<file path="src/common/pae_pkg.sv">
// Purpose: Shared constants and types for the process alarm evaluator
// Assumes: Signed two's complement process values, 32-bit APB data
// Notes:   Offsets are byte addresses, one aligned word per register
package pae_pkg;
    localparam int          PAE_NUM_ALARMS = 4;
    localparam int          PAE_VAL_W      = 16;
    localparam int          PAE_SEL_W      = 3;
    localparam int          PAE_NUM_SRC    = 8;
    localparam int          PAE_SRC_W      = PAE_NUM_SRC * PAE_VAL_W;

    // Per alarm block of four words, base 0x10 * alarm index
    localparam logic [11:0] PAE_OFF_CFG    = 12'h000;
    localparam logic [11:0] PAE_OFF_LVL1   = 12'h004;
    localparam logic [11:0] PAE_OFF_LVL2   = 12'h008;
    localparam logic [11:0] PAE_OFF_DBAND  = 12'h00C;
    localparam logic [11:0] PAE_OFF_STATUS = 12'h040;
    localparam logic [11:0] PAE_OFF_ACK    = 12'h044;
    localparam logic [11:0] PAE_OFF_EXTSEL = 12'h048;

    // Configuration word field positions
    localparam int          PAE_CFG_FORM   = 0;
    localparam int          PAE_CFG_TYPE   = 2;
    localparam int          PAE_CFG_ACT    = 4;
    localparam int          PAE_CFG_MON    = 8;
    localparam int          PAE_CFG_REF    = 12;
    localparam logic [31:0] PAE_CFG_RST    = 32'h0000_0000;
    localparam logic [15:0] PAE_LVL_RST    = 16'h0000;
    localparam logic [31:0] PAE_EXTSEL_RST = 32'h0000_0000;

    // Flash half period: 250 ms at 250 MHz
    localparam int          PAE_CLK_MHZ    = 250;
    localparam int          PAE_FLASH_MS   = 250;
    localparam int          PAE_FLASH_CYC  = PAE_FLASH_MS * 1000 * PAE_CLK_MHZ;

    typedef enum logic [1:0] {
        PAE_ABSOLUTE_FORM, PAE_DEVIATION_FORM
    } pae_form_t;
    typedef enum logic [1:0] {
        PAE_HIGH_LOW_TYPE, PAE_DOUBLE_HIGH_TYPE, PAE_DOUBLE_LOW_TYPE
    } pae_type_t;
    typedef enum logic [1:0] {
        PAE_LATCHING_ACTION, PAE_SELF_CLEARING_ACTION, PAE_LOGIC_ONLY_ACTION
    } pae_action_t;
endpackage

</file>
<file path="src/common/pae_alarm_if.sv">
// Purpose: Carries one alarm's settings and results between modules
// Assumes: Single pclk domain
// Notes:   Levels and deadband are signed process values
`timescale 1ns/10ps
interface pae_alarm_if;
    import pae_pkg::*;
    logic signed [PAE_VAL_W-1:0] value;
    logic signed [PAE_VAL_W-1:0] level1;
    logic signed [PAE_VAL_W-1:0] level2;
    logic signed [PAE_VAL_W-1:0] deadband_value;
    logic [1:0]                  alarm_type;
    logic [1:0]                  action;
    logic                        ack;
    logic                        warn;
    logic                        alarm;
    logic                        pending;
    logic                        bool_out;
    logic                        indicator_on;
    modport ctrl (output value, level1, level2, deadband_value, alarm_type,
                  action, ack, input warn, alarm, pending, bool_out,
                  indicator_on);
    modport eval (input value, level1, level2, deadband_value, alarm_type,
                  action, ack, output warn, alarm, pending, bool_out,
                  indicator_on);
endinterface

</file>
<file path="src/pae_evaluator.sv">
// Purpose: Four process alarms with APB configuration and status
// Assumes: Source values synchronous to pclk, sampled every cycle
// Notes:   APB slave answers with zero wait states
//
// Overview of operation
// Absolute form compares monitored value to levels
// Beyond a level gives alarm, boolean true
// Double types trip boolean on outer level
// Deviation form uses monitored minus reference
// Deadband hysteresis on every exit threshold
// High alarm above level one, exit minus band
// Low alarm below level two, exit plus band
// Double high warning on lower level
// Double high alarm on higher level
// Warning lights indicator, boolean stays false
// Double low warning below higher level
// Double low alarm below lower level
// Latching keeps pending until acknowledged
// Self clearing drops pending when condition ends
// Exit cancels pending only when self clearing
// Logic only: no indicator, no acknowledge
// Indicator flashes while acknowledge pending
// Indicator steady after acknowledge while active
// Boolean true in alarm; self clearing until acked
// Level one higher, level two lower
// Four independent alarm instances
// External ack input plus panel key
// Evaluate every cycle, clear on reset
// Registered flash from divided clock
`timescale 1ns/10ps
module pae_evaluator #(
    parameter int FLASH_CYC = pae_pkg::PAE_FLASH_CYC
) (
    input  wire logic                                pclk,
    input  wire logic                                presetn,
    input  wire logic                                psel,
    input  wire logic                                penable,
    input  wire logic                                pwrite,
    input  wire logic [11:0]                         paddr,
    input  wire logic [31:0]                         pwdata,
    output logic      [31:0]                         prdata,
    output logic                                     pready,
    output logic                                     pslverr,
    input  wire logic [pae_pkg::PAE_SRC_W-1:0]       source_values,
    input  wire logic [pae_pkg::PAE_NUM_ALARMS-1:0]  panel_ack_key,
    input  wire logic [7:0]                          ext_logic_in,
    output logic      [pae_pkg::PAE_NUM_ALARMS-1:0]  alarm_bool,
    output logic      [pae_pkg::PAE_NUM_ALARMS-1:0]  indicator
);
    import pae_pkg::*;

    localparam int N = PAE_NUM_ALARMS;

    logic [31:0]          cfg_r   [N];
    logic [PAE_VAL_W-1:0] lvl1_r  [N];
    logic [PAE_VAL_W-1:0] lvl2_r  [N];
    logic [PAE_VAL_W-1:0] dband_r [N];
    logic [31:0]          extsel_r;
    logic [N-1:0]         sw_ack;
    logic [N-1:0]         warn_w;
    logic [N-1:0]         alarm_w;
    logic [N-1:0]         pend_w;
    logic [N-1:0]         bool_w;
    logic [N-1:0]         ind_w;
    logic [31:0]          flash_cnt_r;
    logic                 flash_r;
    logic                 wr_en;
    logic                 rd_en;
    logic                 addr_ok;
    logic [31:0]          rd_nxt;
    logic [1:0]           blk;
    logic [11:0]          sub;

    assign wr_en   = psel & penable & pwrite;
    assign rd_en   = psel & penable & ~pwrite;
    assign blk     = paddr[5:4];
    assign sub     = {8'h00, paddr[3:0]};
    assign addr_ok = (paddr[1:0] == 2'b00) &&
                     (paddr < PAE_OFF_STATUS ||
                      paddr == PAE_OFF_STATUS || paddr == PAE_OFF_ACK ||
                      paddr == PAE_OFF_EXTSEL);

    // Configuration writes; alarm block registers per instance
    always_ff @(posedge pclk or negedge presetn) begin
        if (!presetn) begin
            for (int i = 0; i < N; i++) begin
                cfg_r[i]   <= PAE_CFG_RST;
                lvl1_r[i]  <= PAE_LVL_RST;
                lvl2_r[i]  <= PAE_LVL_RST;
                dband_r[i] <= PAE_LVL_RST;
            end
            extsel_r <= PAE_EXTSEL_RST;
        end else if (wr_en && addr_ok) begin
            if (paddr < PAE_OFF_STATUS) begin
                case (sub)
                    PAE_OFF_CFG:   cfg_r[blk]   <= pwdata;
                    PAE_OFF_LVL1:  lvl1_r[blk]  <= pwdata[PAE_VAL_W-1:0];
                    PAE_OFF_LVL2:  lvl2_r[blk]  <= pwdata[PAE_VAL_W-1:0];
                    PAE_OFF_DBAND: dband_r[blk] <= pwdata[PAE_VAL_W-1:0];
                    default: ;
                endcase
            end else if (paddr == PAE_OFF_EXTSEL) begin
                extsel_r <= pwdata;
            end
        end
    end

    // Software ack is a one-cycle pulse on write of ones
    assign sw_ack = (wr_en && paddr == PAE_OFF_ACK) ? pwdata[N-1:0]
                                                    : {N{1'b0}};

    // Status and readback mux
    always_comb begin
        rd_nxt = 32'h0000_0000;
        if (paddr < PAE_OFF_STATUS) begin
            case (sub)
                PAE_OFF_CFG:   rd_nxt = cfg_r[blk];
                PAE_OFF_LVL1:  rd_nxt = {16'h0000, lvl1_r[blk]};
                PAE_OFF_LVL2:  rd_nxt = {16'h0000, lvl2_r[blk]};
                PAE_OFF_DBAND: rd_nxt = {16'h0000, dband_r[blk]};
                default:       rd_nxt = 32'h0000_0000;
            endcase
        end else if (paddr == PAE_OFF_STATUS) begin
            rd_nxt = {12'h000, bool_w, ind_w, pend_w, warn_w, alarm_w};
        end else if (paddr == PAE_OFF_EXTSEL) begin
            rd_nxt = extsel_r;
        end
    end

    // Zero wait APB answer; unmapped or misaligned gives slave error
    always_ff @(posedge pclk or negedge presetn) begin
        if (!presetn) begin
            prdata  <= 32'h0000_0000;
            pready  <= 1'b0;
            pslverr <= 1'b0;
        end else begin
            pready  <= psel & ~penable;
            pslverr <= psel & ~penable & ~addr_ok;
            if (psel && !penable && !pwrite && addr_ok) begin
                prdata <= rd_nxt;
            end
        end
    end

    // Free-running flash divider, registered square wave
    always_ff @(posedge pclk or negedge presetn) begin
        if (!presetn) begin
            flash_cnt_r <= 32'h0000_0000;
            flash_r     <= 1'b0;
        end else if (flash_cnt_r >= 32'(FLASH_CYC - 1)) begin
            flash_cnt_r <= 32'h0000_0000;
            flash_r     <= ~flash_r;
        end else begin
            flash_cnt_r <= flash_cnt_r + 32'h0000_0001;
        end
    end

    // One evaluator per alarm instance
    for (genvar g = 0; g < N; g++) begin : g_alarm
        pae_alarm_if                  ai ();
        logic signed [PAE_VAL_W-1:0] mon;
        logic signed [PAE_VAL_W-1:0] refv;
        logic [PAE_SEL_W-1:0]        msel;
        logic [PAE_SEL_W-1:0]        rsel;
        logic [2:0]                  esel;
        logic                        ext_on;

        assign msel = cfg_r[g][PAE_CFG_MON +: PAE_SEL_W];
        assign rsel = cfg_r[g][PAE_CFG_REF +: PAE_SEL_W];
        assign mon  = source_values[msel*PAE_VAL_W +: PAE_VAL_W];
        assign refv = source_values[rsel*PAE_VAL_W +: PAE_VAL_W];

        // Absolute form against zero, deviation as difference
        assign ai.value = (cfg_r[g][PAE_CFG_FORM +: 2] == PAE_DEVIATION_FORM)
                          ? PAE_VAL_W'(mon - refv) : mon;
        assign ai.level1         = lvl1_r[g];
        assign ai.level2         = lvl2_r[g];
        assign ai.deadband_value = dband_r[g];
        assign ai.alarm_type     = cfg_r[g][PAE_CFG_TYPE +: 2];
        assign ai.action         = cfg_r[g][PAE_CFG_ACT +: 2];

        // External source is per alarm: enable bit plus input select
        assign esel   = extsel_r[g*4 +: 3];
        assign ext_on = extsel_r[g*4 + 3] & ext_logic_in[esel];
        // Panel key stays effective with external source set
        assign ai.ack = panel_ack_key[g] | sw_ack[g] | ext_on;

        pae_alarm_unit u_unit (
            .pclk    (pclk),
            .presetn (presetn),
            .ai      (ai.eval)
        );

        assign warn_w[g]  = ai.warn;
        assign alarm_w[g] = ai.alarm;
        assign pend_w[g]  = ai.pending;
        assign bool_w[g]  = ai.bool_out;
        assign ind_w[g]   = ai.indicator_on;
    end

    // Registered outputs; boolean is alarm condition masked by self clearing ack
    always_ff @(posedge pclk or negedge presetn) begin
        if (!presetn) begin
            alarm_bool <= {N{1'b0}};
            indicator  <= {N{1'b0}};
        end else begin
            alarm_bool <= bool_w;
            // Flash while pending, steady otherwise
            for (int i = 0; i < N; i++) begin
                indicator[i] <= pend_w[i] ? (ind_w[i] & flash_r) : ind_w[i];
            end
        end
    end
endmodule // pae_evaluator

</file>
<file path="src/pae_alarm_unit.sv">
// Purpose: One alarm: thresholds with deadband, action and acknowledge
// Assumes: Value already formed (absolute or deviation) by the caller
// Notes:   Outputs are combinational from state flops; top registers them
`timescale 1ns/10ps
module pae_alarm_unit (
    input wire logic  pclk,
    input wire logic  presetn,
    pae_alarm_if.eval ai
);
    import pae_pkg::*;

    logic                      hi_r;
    logic                      lo_r;
    logic                      pend_r;
    logic                      hi_nxt;
    logic                      lo_nxt;
    logic signed [PAE_VAL_W:0] v;
    logic signed [PAE_VAL_W:0] l1;
    logic signed [PAE_VAL_W:0] l2;
    logic signed [PAE_VAL_W:0] db;
    logic                      cond;
    logic                      rise;
    logic                      acked_r;

    // Widen by one bit so level plus deadband cannot wrap
    assign v  = {ai.value[PAE_VAL_W-1], ai.value};
    assign l1 = {ai.level1[PAE_VAL_W-1], ai.level1};
    assign l2 = {ai.level2[PAE_VAL_W-1], ai.level2};
    assign db = {ai.deadband_value[PAE_VAL_W-1], ai.deadband_value};

    // Threshold with hysteresis; hi_r tracks level one, lo_r level two
    always_comb begin
        hi_nxt = hi_r;
        lo_nxt = lo_r;
        case (ai.alarm_type)
            PAE_HIGH_LOW_TYPE, PAE_DOUBLE_HIGH_TYPE: begin
                // Level one above, exit below level minus band
                if (v > l1) hi_nxt = 1'b1;
                else if (v < l1 - db) hi_nxt = 1'b0;
                if (ai.alarm_type == PAE_HIGH_LOW_TYPE) begin
                    // Low alarm on level two
                    if (v < l2) lo_nxt = 1'b1;
                    else if (v > l2 + db) lo_nxt = 1'b0;
                end else begin
                    // Warning on lower level, upward
                    if (v > l2) lo_nxt = 1'b1;
                    else if (v < l2 - db) lo_nxt = 1'b0;
                end
            end
            PAE_DOUBLE_LOW_TYPE: begin
                // Warning below level one, alarm below two
                if (v < l1) hi_nxt = 1'b1;
                else if (v > l1 + db) hi_nxt = 1'b0;
                if (v < l2) lo_nxt = 1'b1;
                else if (v > l2 + db) lo_nxt = 1'b0;
            end
            default: begin
                hi_nxt = 1'b0;
                lo_nxt = 1'b0;
            end
        endcase
    end

    // Evaluated every cycle, cleared on reset
    always_ff @(posedge pclk or negedge presetn) begin
        if (!presetn) begin
            hi_r <= 1'b0;
            lo_r <= 1'b0;
        end else begin
            hi_r <= hi_nxt;
            lo_r <= lo_nxt;
        end
    end

    // Level one trips double high, level two trips double low
    always_comb begin
        case (ai.alarm_type)
            PAE_HIGH_LOW_TYPE: begin
                ai.alarm = hi_r | lo_r;
                ai.warn  = 1'b0;
            end
            PAE_DOUBLE_HIGH_TYPE: begin
                ai.alarm = hi_r;
                ai.warn  = lo_r & ~hi_r;
            end
            PAE_DOUBLE_LOW_TYPE: begin
                ai.alarm = lo_r;
                ai.warn  = hi_r & ~lo_r;
            end
            default: begin
                ai.alarm = 1'b0;
                ai.warn  = 1'b0;
            end
        endcase
    end

    assign cond = ai.alarm | ai.warn;
    // New occurrence only from no condition; escalation does not re-pend
    assign rise = (hi_nxt | lo_nxt) & ~(hi_r | lo_r);

    // Pending ack; a new occurrence beats a same-cycle ack
    always_ff @(posedge pclk or negedge presetn) begin
        if (!presetn) begin
            pend_r <= 1'b0;
        end else if (ai.action == PAE_LOGIC_ONLY_ACTION) begin
            pend_r <= 1'b0; // Never acknowledgeable
        end else if (rise) begin
            pend_r <= 1'b1;
        end else if (ai.ack) begin
            pend_r <= 1'b0;
        end else if (!cond && ai.action == PAE_SELF_CLEARING_ACTION) begin
            pend_r <= 1'b0; // Leaving state cancels only here
        end
    end

    // Alarm state acknowledged; gates self clearing boolean
    always_ff @(posedge pclk or negedge presetn) begin
        if (!presetn) begin
            acked_r <= 1'b0;
        end else if (!ai.alarm) begin
            acked_r <= 1'b0;
        end else if (ai.ack && ai.action == PAE_SELF_CLEARING_ACTION) begin
            acked_r <= 1'b1;
        end
    end

    assign ai.pending = pend_r;
    // Warning never drives the boolean
    assign ai.bool_out = ai.alarm &
                         ~(ai.action == PAE_SELF_CLEARING_ACTION && acked_r);
    // Indicator lit in warning or alarm, never for logic only
    assign ai.indicator_on = (cond | pend_r) &
                             (ai.action != PAE_LOGIC_ONLY_ACTION);
endmodule // pae_alarm_unit

</file>
<file path="config.mk">
export PLATFORM = sky130hd
export DESIGN_NAME = pae_evaluator
export DESIGN_NICKNAME = d
export VERILOG_FILES = /design/src/common/pae_pkg.sv /design/src/common/pae_alarm_if.sv /design/src/pae_evaluator.sv /design/src/pae_alarm_unit.sv
export SDC_FILE = /design/constraint.sdc
export NUM_CORES = 2
export LEC_CHECK = 0
export CAP_MARGIN = 5
export CORE_ASPECT_RATIO = 1.75
export CORE_MARGIN = 2
export CORE_UTILIZATION = 38
export DETAILED_ROUTE_END_ITERATION = 6
export DONT_BUFFER_PORTS = 1
export PLACE_DENSITY = 0.54
export SETUP_SLACK_MARGIN = 0.15
export SYNTH_ARGS = -nofsm -noshare
export SYNTH_HDL_FRONTEND = slang
export SYNTH_SLANG_ARGS = --single-unit
</file>
<file path="constraint.sdc">
create_clock -name pclk -period 7.7 [get_ports pclk]
set_input_delay 0.385 -clock pclk [delete_from_list [all_inputs] [get_ports pclk]]
set_output_delay 0.385 -clock pclk [all_outputs]
set_load 0.01 [all_outputs]
</file>
; ---- Yosys cells after proc, flatten, opt, wreduce, memory -nomap -nowiden
; Index checks and enable logic that the tools add are counted.
[classes]
n_addsub = 21
n_lt_le_gt_ge = 40
eq_ne = 34
shift = 8
muxes = 118
n_bitwise = 77
reduce_logical = 47
[ops]
columns = operator, count
row1 = 128-bit by 8-bit variable part select with 16-bit output, 8
row2 = 32-bit 2-to-1 mux, 7
row3 = 64-bit bitwise mux, 3
row4 = 16-bit 2-to-1 mux, 11
row5 = 16-bit by 16-bit adder with 17-bit output, 8
row6 = 16-bit by 17-bit greater-than comparator with 1-bit output, 8
row7 = 16-bit by 17-bit less-than comparator with 1-bit output, 8
row8 = 16-bit by 16-bit subtractor with 17-bit output, 8
row9 = 128-bit bitwise mux, 1
row10 = 16-bit greater-than comparator, 8
row11 = 16-bit less-than comparator, 8
row12 = 32-bit case mux with 4 select lines, 1
row13 = 16-bit binary-select mux with 2-bit select, 3
row14 = 1-bit 2-to-1 mux, 68
row15 = 32-bit binary-select mux with 2-bit select, 1
row16 = 32-bit demux with 2-bit select, 1
row17 = 16-bit subtractor, 4
row18 = "12-bit by 7-bit equality test with 1-bit output, second input constant", 3
row19 = "32-bit by 1-bit adder with 32-bit output, second input constant", 1
row20 = 1-bit AND, 32
row21 = 16-bit demux with 2-bit select, 1
row22 = "32-bit by 26-bit greater-or-equal comparator with 1-bit output, second input constant", 1
row23 = "2-bit by 1-bit equality test with 1-bit output, second input constant", 12
row24 = 1-bit bitwise OR, 24
row25 = other kinds (23), 115
[totals]
regBits = 443
input_bits = 189
out_inout_bits = 42

; ---- Logic depth before layout (Yosys ltp)
[logic_depth]
ltp_word = 12
mapped_depth = 30

; ---- Modules after synthesis
; A second synthesis with hierarchy kept.
[hier_totals]
hier_cells = 5136
area_unflattened_um2 = 51550.7
[modules_own_cells]
columns = module, instances, cells_each, area_per_inst_um2, seq_area_each_um2
row1 = pae_evaluator, 1, 2235, 29709.7, 10685.2
row2 = pae_alarm_unit at g_alarm[2].u_unit ..., 2, 720, 5436.5, 100.1
row3 = pae_alarm_unit at g_alarm[0].u_unit, 1, 741, 5507.8, 100.1
row4 = pae_alarm_unit at g_alarm[1].u_unit, 1, 720, 5460.2, 100.1

; ---- Worst setup path before layout
; Ideal clock, no wire load.
[synth_path]
path_kind = reg2reg
start = register cfg_r[104] (netlist bit)
end = register g_alarm[0].u_unit.pend_r
arrival_time_ps = 6650
required_ps = 7618
setup_slack_ps = 968
stages_incl_launch_ff = 29
path_buffers = 2
synth_period_minus_slack_ps = 6732
cell_sequence = dfrtp_1 buf_2 buf_1 mux4_2 mux2_2 ha_1 a211o_1 or2_2 o31ai_1 o21ai_0 a21o_1 a21oi_1 o21bai_1 a21oi_1 xor2_1 nor2_1 xnor2_1 ha_1 and3_1 and3_1 a31o_2 a31oi_1 nand2_1 a41oi_1 o21ai_0 xnor2_1 mux2i_1 o21bai_1 a31oi_1
[synth_via]
elab_chain_cells = 12
word_cells_on_any_way = 27
classes_between = add/sub: 1 / order compare: 8 / shift: 1 / mux: 14 / bitwise: 2 / reduce/logical: 1
[synth_rtl]
columns = item, line_no
row1 = "start, declared", pae_evaluator.sv:54  ; logic [31:0] cfg_r [N];
row2 = "start signal, assigned by index", pae_evaluator.sv:96  ; PAE_OFF_CFG: cfg_r[blk] <= pwdata;
row3 = 128-bit by 8-bit variable part select with 16-bit output *, pae_evaluator.sv:170  ; assign mon = source_values[msel*PAE_VAL_W +: PAE_VAL_W];
row4 = 16-bit subtractor, pae_evaluator.sv:175  ; ? PAE_VAL_W'(mon - refv) : mon;
row5 = 16-bit 2-to-1 mux *, pae_evaluator.sv:175
row6 = 16-bit by 17-bit less-than comparator with 1-bit output / 16-bit by 17-bit greater-than comparator with 1-bit output (equally long branches), "pae_alarm_unit.sv:47, pae_alarm_unit.sv:43, pae_alarm_unit.sv:55"
row7 = "1-bit 2-to-1 mux, on equally long branches", "pae_alarm_unit.sv:47, pae_alarm_unit.sv:43, pae_alarm_unit.sv:55"
row8 = "1-bit 2-to-1 mux, on equally long branches", "pae_alarm_unit.sv:46, pae_alarm_unit.sv:54"
row9 = 1-bit 2-to-1 mux, pae_alarm_unit.sv:40  ; if (ai.alarm_type == PAE_HIGH_LOW_TYPE) begin
row10 = 1-bit case mux with 2 select lines, pae_alarm_unit.sv:35  ; case (ai.alarm_type)
row11 = 1-bit bitwise OR *, pae_alarm_unit.sv:99  ; assign rise = (hi_nxt | lo_nxt) & ~(hi_r | lo_r);
row12 = 1-bit AND *, pae_alarm_unit.sv:99
row13 = 1-bit 2-to-1 mux, pae_alarm_unit.sv:107  ; end else if (rise) begin
row14 = 1-bit 2-to-1 mux, pae_alarm_unit.sv:105  ; end else if (ai.action == PAE_LOGIC_ONLY_ACTION) begin
row15 = "end signal, assigned", pae_alarm_unit.sv:104  ; pend_r <= 1'b0;
row16 = "end signal, assigned", pae_alarm_unit.sv:106  ; pend_r <= 1'b0;
row17 = "end signal, assigned", pae_alarm_unit.sv:108  ; pend_r <= 1'b1;
row18 = "end, declared", pae_alarm_unit.sv:14  ; logic pend_r;
; Mark *: on every way between the ends. The rest lies on a longest branch, timed or not.
; A chain may end at the register's enable or synchronous reset.

; ---- Worst setup path after layout
[layout_path]
start = register cfg_r[76] (netlist bit)
end = register g_alarm[1].u_unit.pend_r
[layout_via]
elab_chain_cells = 12
word_cells_on_any_way = 27
classes_between = add/sub: 1 / order compare: 8 / shift: 1 / mux: 14 / bitwise: 2 / reduce/logical: 1
[layout_rtl]
columns = item, line_no
row1 = 128-bit by 8-bit variable part select with 16-bit output *, pae_evaluator.sv:171  ; assign refv = source_values[rsel*PAE_VAL_W +: PAE_VAL_W];
row2 = 16-bit subtractor *, pae_evaluator.sv:175
row3 = 16-bit 2-to-1 mux *, pae_evaluator.sv:175
row4 = 16-bit by 17-bit less-than comparator with 1-bit output / 16-bit by 17-bit greater-than comparator with 1-bit output (equally long branches), "pae_alarm_unit.sv:47, pae_alarm_unit.sv:43, pae_alarm_unit.sv:55"
row5 = "1-bit 2-to-1 mux, on equally long branches", "pae_alarm_unit.sv:47, pae_alarm_unit.sv:43, pae_alarm_unit.sv:55"
row6 = "1-bit 2-to-1 mux, on equally long branches", "pae_alarm_unit.sv:46, pae_alarm_unit.sv:42"
row7 = 1-bit 2-to-1 mux, pae_alarm_unit.sv:40
row8 = 1-bit case mux with 2 select lines, pae_alarm_unit.sv:35
row9 = 1-bit bitwise OR *, pae_alarm_unit.sv:99
row10 = 1-bit AND *, pae_alarm_unit.sv:99
row11 = 1-bit 2-to-1 mux, pae_alarm_unit.sv:107
row12 = 1-bit 2-to-1 mux, pae_alarm_unit.sv:105
row13 = "end signal, assigned", pae_alarm_unit.sv:104
row14 = "end signal, assigned", pae_alarm_unit.sv:106
row15 = "end signal, assigned", pae_alarm_unit.sv:108
row16 = "end, declared", pae_alarm_unit.sv:14
; Marks and branches as above.

==> impl_metrics.toml <==
[yosys]
netlist_area_pre_place_mm2 = 0.0508
yosysSeqAreaShare_pct = 21.8
synth_area_leader_cell = "dfrtp_1"
netlist.area_leader.share_pct = 21.8
synth_async_sr_flop_share_pct = 100
post_synth_main_area_contributors = "dfrtp_1 22%, ha_1 16%, mux4_2 15%"
post_synth_edffs = 0
post_synth_fa_ha_maj_area_fraction_pct = 17.7
synth_xor_area_share_pct = 5.39
netlist_instances = 5353
number_of_synthesis_warnings = 0
muxShareOfSynthArea_pct = 22.3
synth.ff_latch_count = 443
synth.distinct_cells = 95
synth_top_family_by_area = "multiplexers"
synth_compound_area_share_pct = 15.6
postSynthAreaPerCell_um2 = 9.50
top_reg_cell_synth = "dfrtp_1"
synth_simple_gate_area_share_pct = 12.4

[layout]
most_frequent_standard_cell_in_the_layout_excluding_fill_and_tap_cells = "ha_1"
fill_cells = 13160
final_core_util_pct = 41.5
fraction_of_final_layout_cells_sized_beyond_drive_strength_1_pct = 16.5
area.growth.synth_to_final_pct = 8.54
seqCellArea_mm2 = 0.0111
final_net_count = 6155
multi_input_comb_area_mm2 = 0.0375
most-common-layout-cells = "653 x ha_1, 435 x dfrtp_1, 393 x nor2_1"

[worst_setup_path]
cpPeakStageDelay_ns = 0.75
cp_slowest_cell = "dfrtp_2"
cp_data_required_time_ns = 8.24
critical_path_peak_fanout = 17
critical_path.endpoint_type = "register"
critical_path_class = "register to register"
start_kind = "register"
worst-endpoint-arrival_ns = 7.67

[sta]
relative_max_transition_margin_pct = 4.39
maxClockFrequency_mhz = 140
setup-tns-final_ns = 0
timing.final.crit_share_pct = 92.5
timing.final.setup_violations = 0
final_period_minus_worst_setup_slack_ns = 7.13
report.final.hold_viol_count = 443
worst_clock_skew_ns = 0.0425
fin_hold_ws_ns = -0.564
maxSlewViolCount = 0
rsz_0062_raised_after_global_routing = "false"
worstMarginPinSlew_ns = 1.43

[routing]
route.detailed.drc = 0
via_count = 45458
routed_wl_um = 239000
via_per_inst = 6.44
wire_per_inst_um = 33.9
detail-route-antenna-nets = 0
number_of_optimization_iterations_in_the_first_detailed_route_pass = 7
dr.first_iter.drc_count = 3640

[die]
floorplan.initialDensity_pct = 38.3
chipHeight_um = 488
io-pin-count = 231
row_count = 177
die_width_um = 281
fp.coreArea_mm2 = 0.133
floorplan.die_area_mm2 = 0.137

[pwr]
peakVddDrop_mv = 0.160
cellLeakagePower_nw = 23.6
cellPowerDensity_mw_per_mm2 = 103

[outcome]
result_of_the_run = "complete, but fails checks"
violated_checks = "hold timing"

[grt]
grt_max_degree = 444
globalRoute.busiestLayer = "met2"
grt_antenna_before_repair = 34
globalRouteOverflowTotal = 0
grt_pass1_wl_um = 340000
globalRouteMet1Util_pct = 33.9
first_global_vias = 46038
globalRouteMet3Util_pct = 12.0
global_route.usage.met2_pct = 56.5
gr-usage-all-layers_pct = 35.0

[cts]
clk_transition_reported_paths_ns = 0.07
clock_sinks = 443
cts_tree = "done"
cts_made_buffers = 47
cts_post_setup_buffers_inserted = 0
htree_num_levels = 2
cts_root_buf = "clkbuf_16"
clock_path_buffers = 3
clk-insertion-delay-late_ns = 0.66
post_cts_hold_buffer_count = 37

[job]
maxCapViolations = 0

[placed_design]
buffer_ports.inserted = 0
detailed_place_hpwl_um = 184000
gpl.final_weighted_congestion = 1.07

[worst_hold_path]
hold_path_class = "primary input to asynchronous set/reset pin"
## Yosys cell counts (15+ instances only)
master / n
a221oi_1: 27
a21oi_1: 341
nand2_1: 376
maj3_1: 35
ha_1: 653
and3_1: 29
nand3_1: 71
a2111oi_0: 21
o31ai_1: 15
a21o_1: 84
or3_1: 28
mux4_2: 342
clkbuf_1: 204
a31oi_1: 30
fa_1: 20
nor2b_1: 87
o211ai_1: 25
nand2b_1: 77
o21bai_1: 55
mux2i_1: 79
a22oi_1: 47
inv_1: 354
nor3_1: 79
xor2_1: 101
mux2_2: 247
buf_1: 49
o21a_1: 44
nor4_1: 26
nand4_1: 57
dfrtp_1: 443
xnor2_1: 212
nor2_1: 406
o21ai_0: 370
a211oi_1: 33
## flip-flops by register name, indices dropped and copies added (netlist names)
name and flops:
cfg_r 128, g_alarm.ai.deadband_value 64, g_alarm.ai.level1 64, g_alarm.ai.level2 64
extsel_r 32, flash_cnt_r 32, prdata 32, alarm_bool 4
g_alarm.u_unit.acked_r 4, g_alarm.u_unit.ai.pending 4, g_alarm.u_unit.hi_r 4, g_alarm.u_unit.lo_r 4
indicator 4, flash_r 1, pready 1, pslverr 1
## path summary, 6_finish.rpt
path | from | to | slack [ns] | cells past startpoint
hold / removal | presetn | cfg_r[127]$_DFFE_PN0P_ | -0.56 | 0
setup / recovery | cfg_r[76]$_DFFE_PN0P_ | g_alarm[1].u_unit.ai.pending$_DFFE_PN0P_ | 0.57 | 25
max in group asynchronous | presetn | cfg_r[8]$_DFFE_PN0P_ | 7.02 | 0
setup reg to reg | cfg_r[76]$_DFFE_PN0P_ | g_alarm[1].u_unit.ai.pending$_DFFE_PN0P_ | 0.57 | 25
hold reg to reg | flash_cnt_r[0]$_DFF_PN0_ | flash_cnt_r[0]$_DFF_PN0_ | 0.50 | 1
min in group pclk | pwdata[3] | g_alarm[3].u_unit.ai.pending$_DFFE_PN0P_ | 0.03 | 2
## cell families after synthesis
logic type / count (synthesis)
other cells: 1
compound gates: 1257
flops: 443
fa+ha+maj: 716
simple gates: 1326
mux: 672
buf+inv: 625
xor+xnor: 313
## power breakdown
part | switching, mW | internal [mW]
Combinational | 0.514 | 0.389
Sequential | 0.00426 | 2.33
Clock | 1.13 | 1.34
Total | 1.65 | 4.06
## through the flow
stage | setup WS, ns | std cells | total power, mW | area [µm²]
global placement | 0.366 | 6905 | 3.16 | 52900
finish | 0.575 | 7057 | 5.71 | 55200
global route | 0.194 | 7035 | 5.89 | 55100
floorplan | 0.968 | 5358 | 2.96 | 50900
detailed placement | 0.265 | 6905 | 3.17 | 52900
CTS | 0.232 | 7029 | 5.72 | 55100
## area by class of cell
type | count | share of cell area (%)
flip-flops and latches | 443 | 20.1
repair buffers | 157 | 2.63
clock inverters | 23 | 0.558
multi-input cells | 4290 | 68.0
diodes | 26 | 0.118
well taps | 1700 | 3.85
inverters | 354 | 2.41
clock buffers | 64 | 2.36
## timing repair
item,4_1_cts,5_1_grt
setup endpoints to repair,0,5
resized for setup,0,6
endpoints found under the hold margin,798,443
## metal layers
metal,vias up,wire (µm),part of all wire (%)
met5,-,175,0.073
met2,2258,110000,46
met4,22,30900,13
li1,19700,-,-
met3,1005,22000,9.2
met1,22473,76400,32
## worst max-delay path, delay by kind of cell (launching register included)
| family | cells | cell delay [ns] |
|---|---|---|
| adders and majority gates | 2 | 0.70 |
| muxes | 2 | 1.00 |
| AOI/OAI and AO/OA | 12 | 2.63 |
| xor gates and xnor gates | 2 | 0.34 |
| buffers and inverters | 2 | 0.59 |
| and+or+nand+nor | 5 | 0.99 |
| DFF | 1 | 0.75 |
Note: power is estimated with default switching activity, not from simulation.
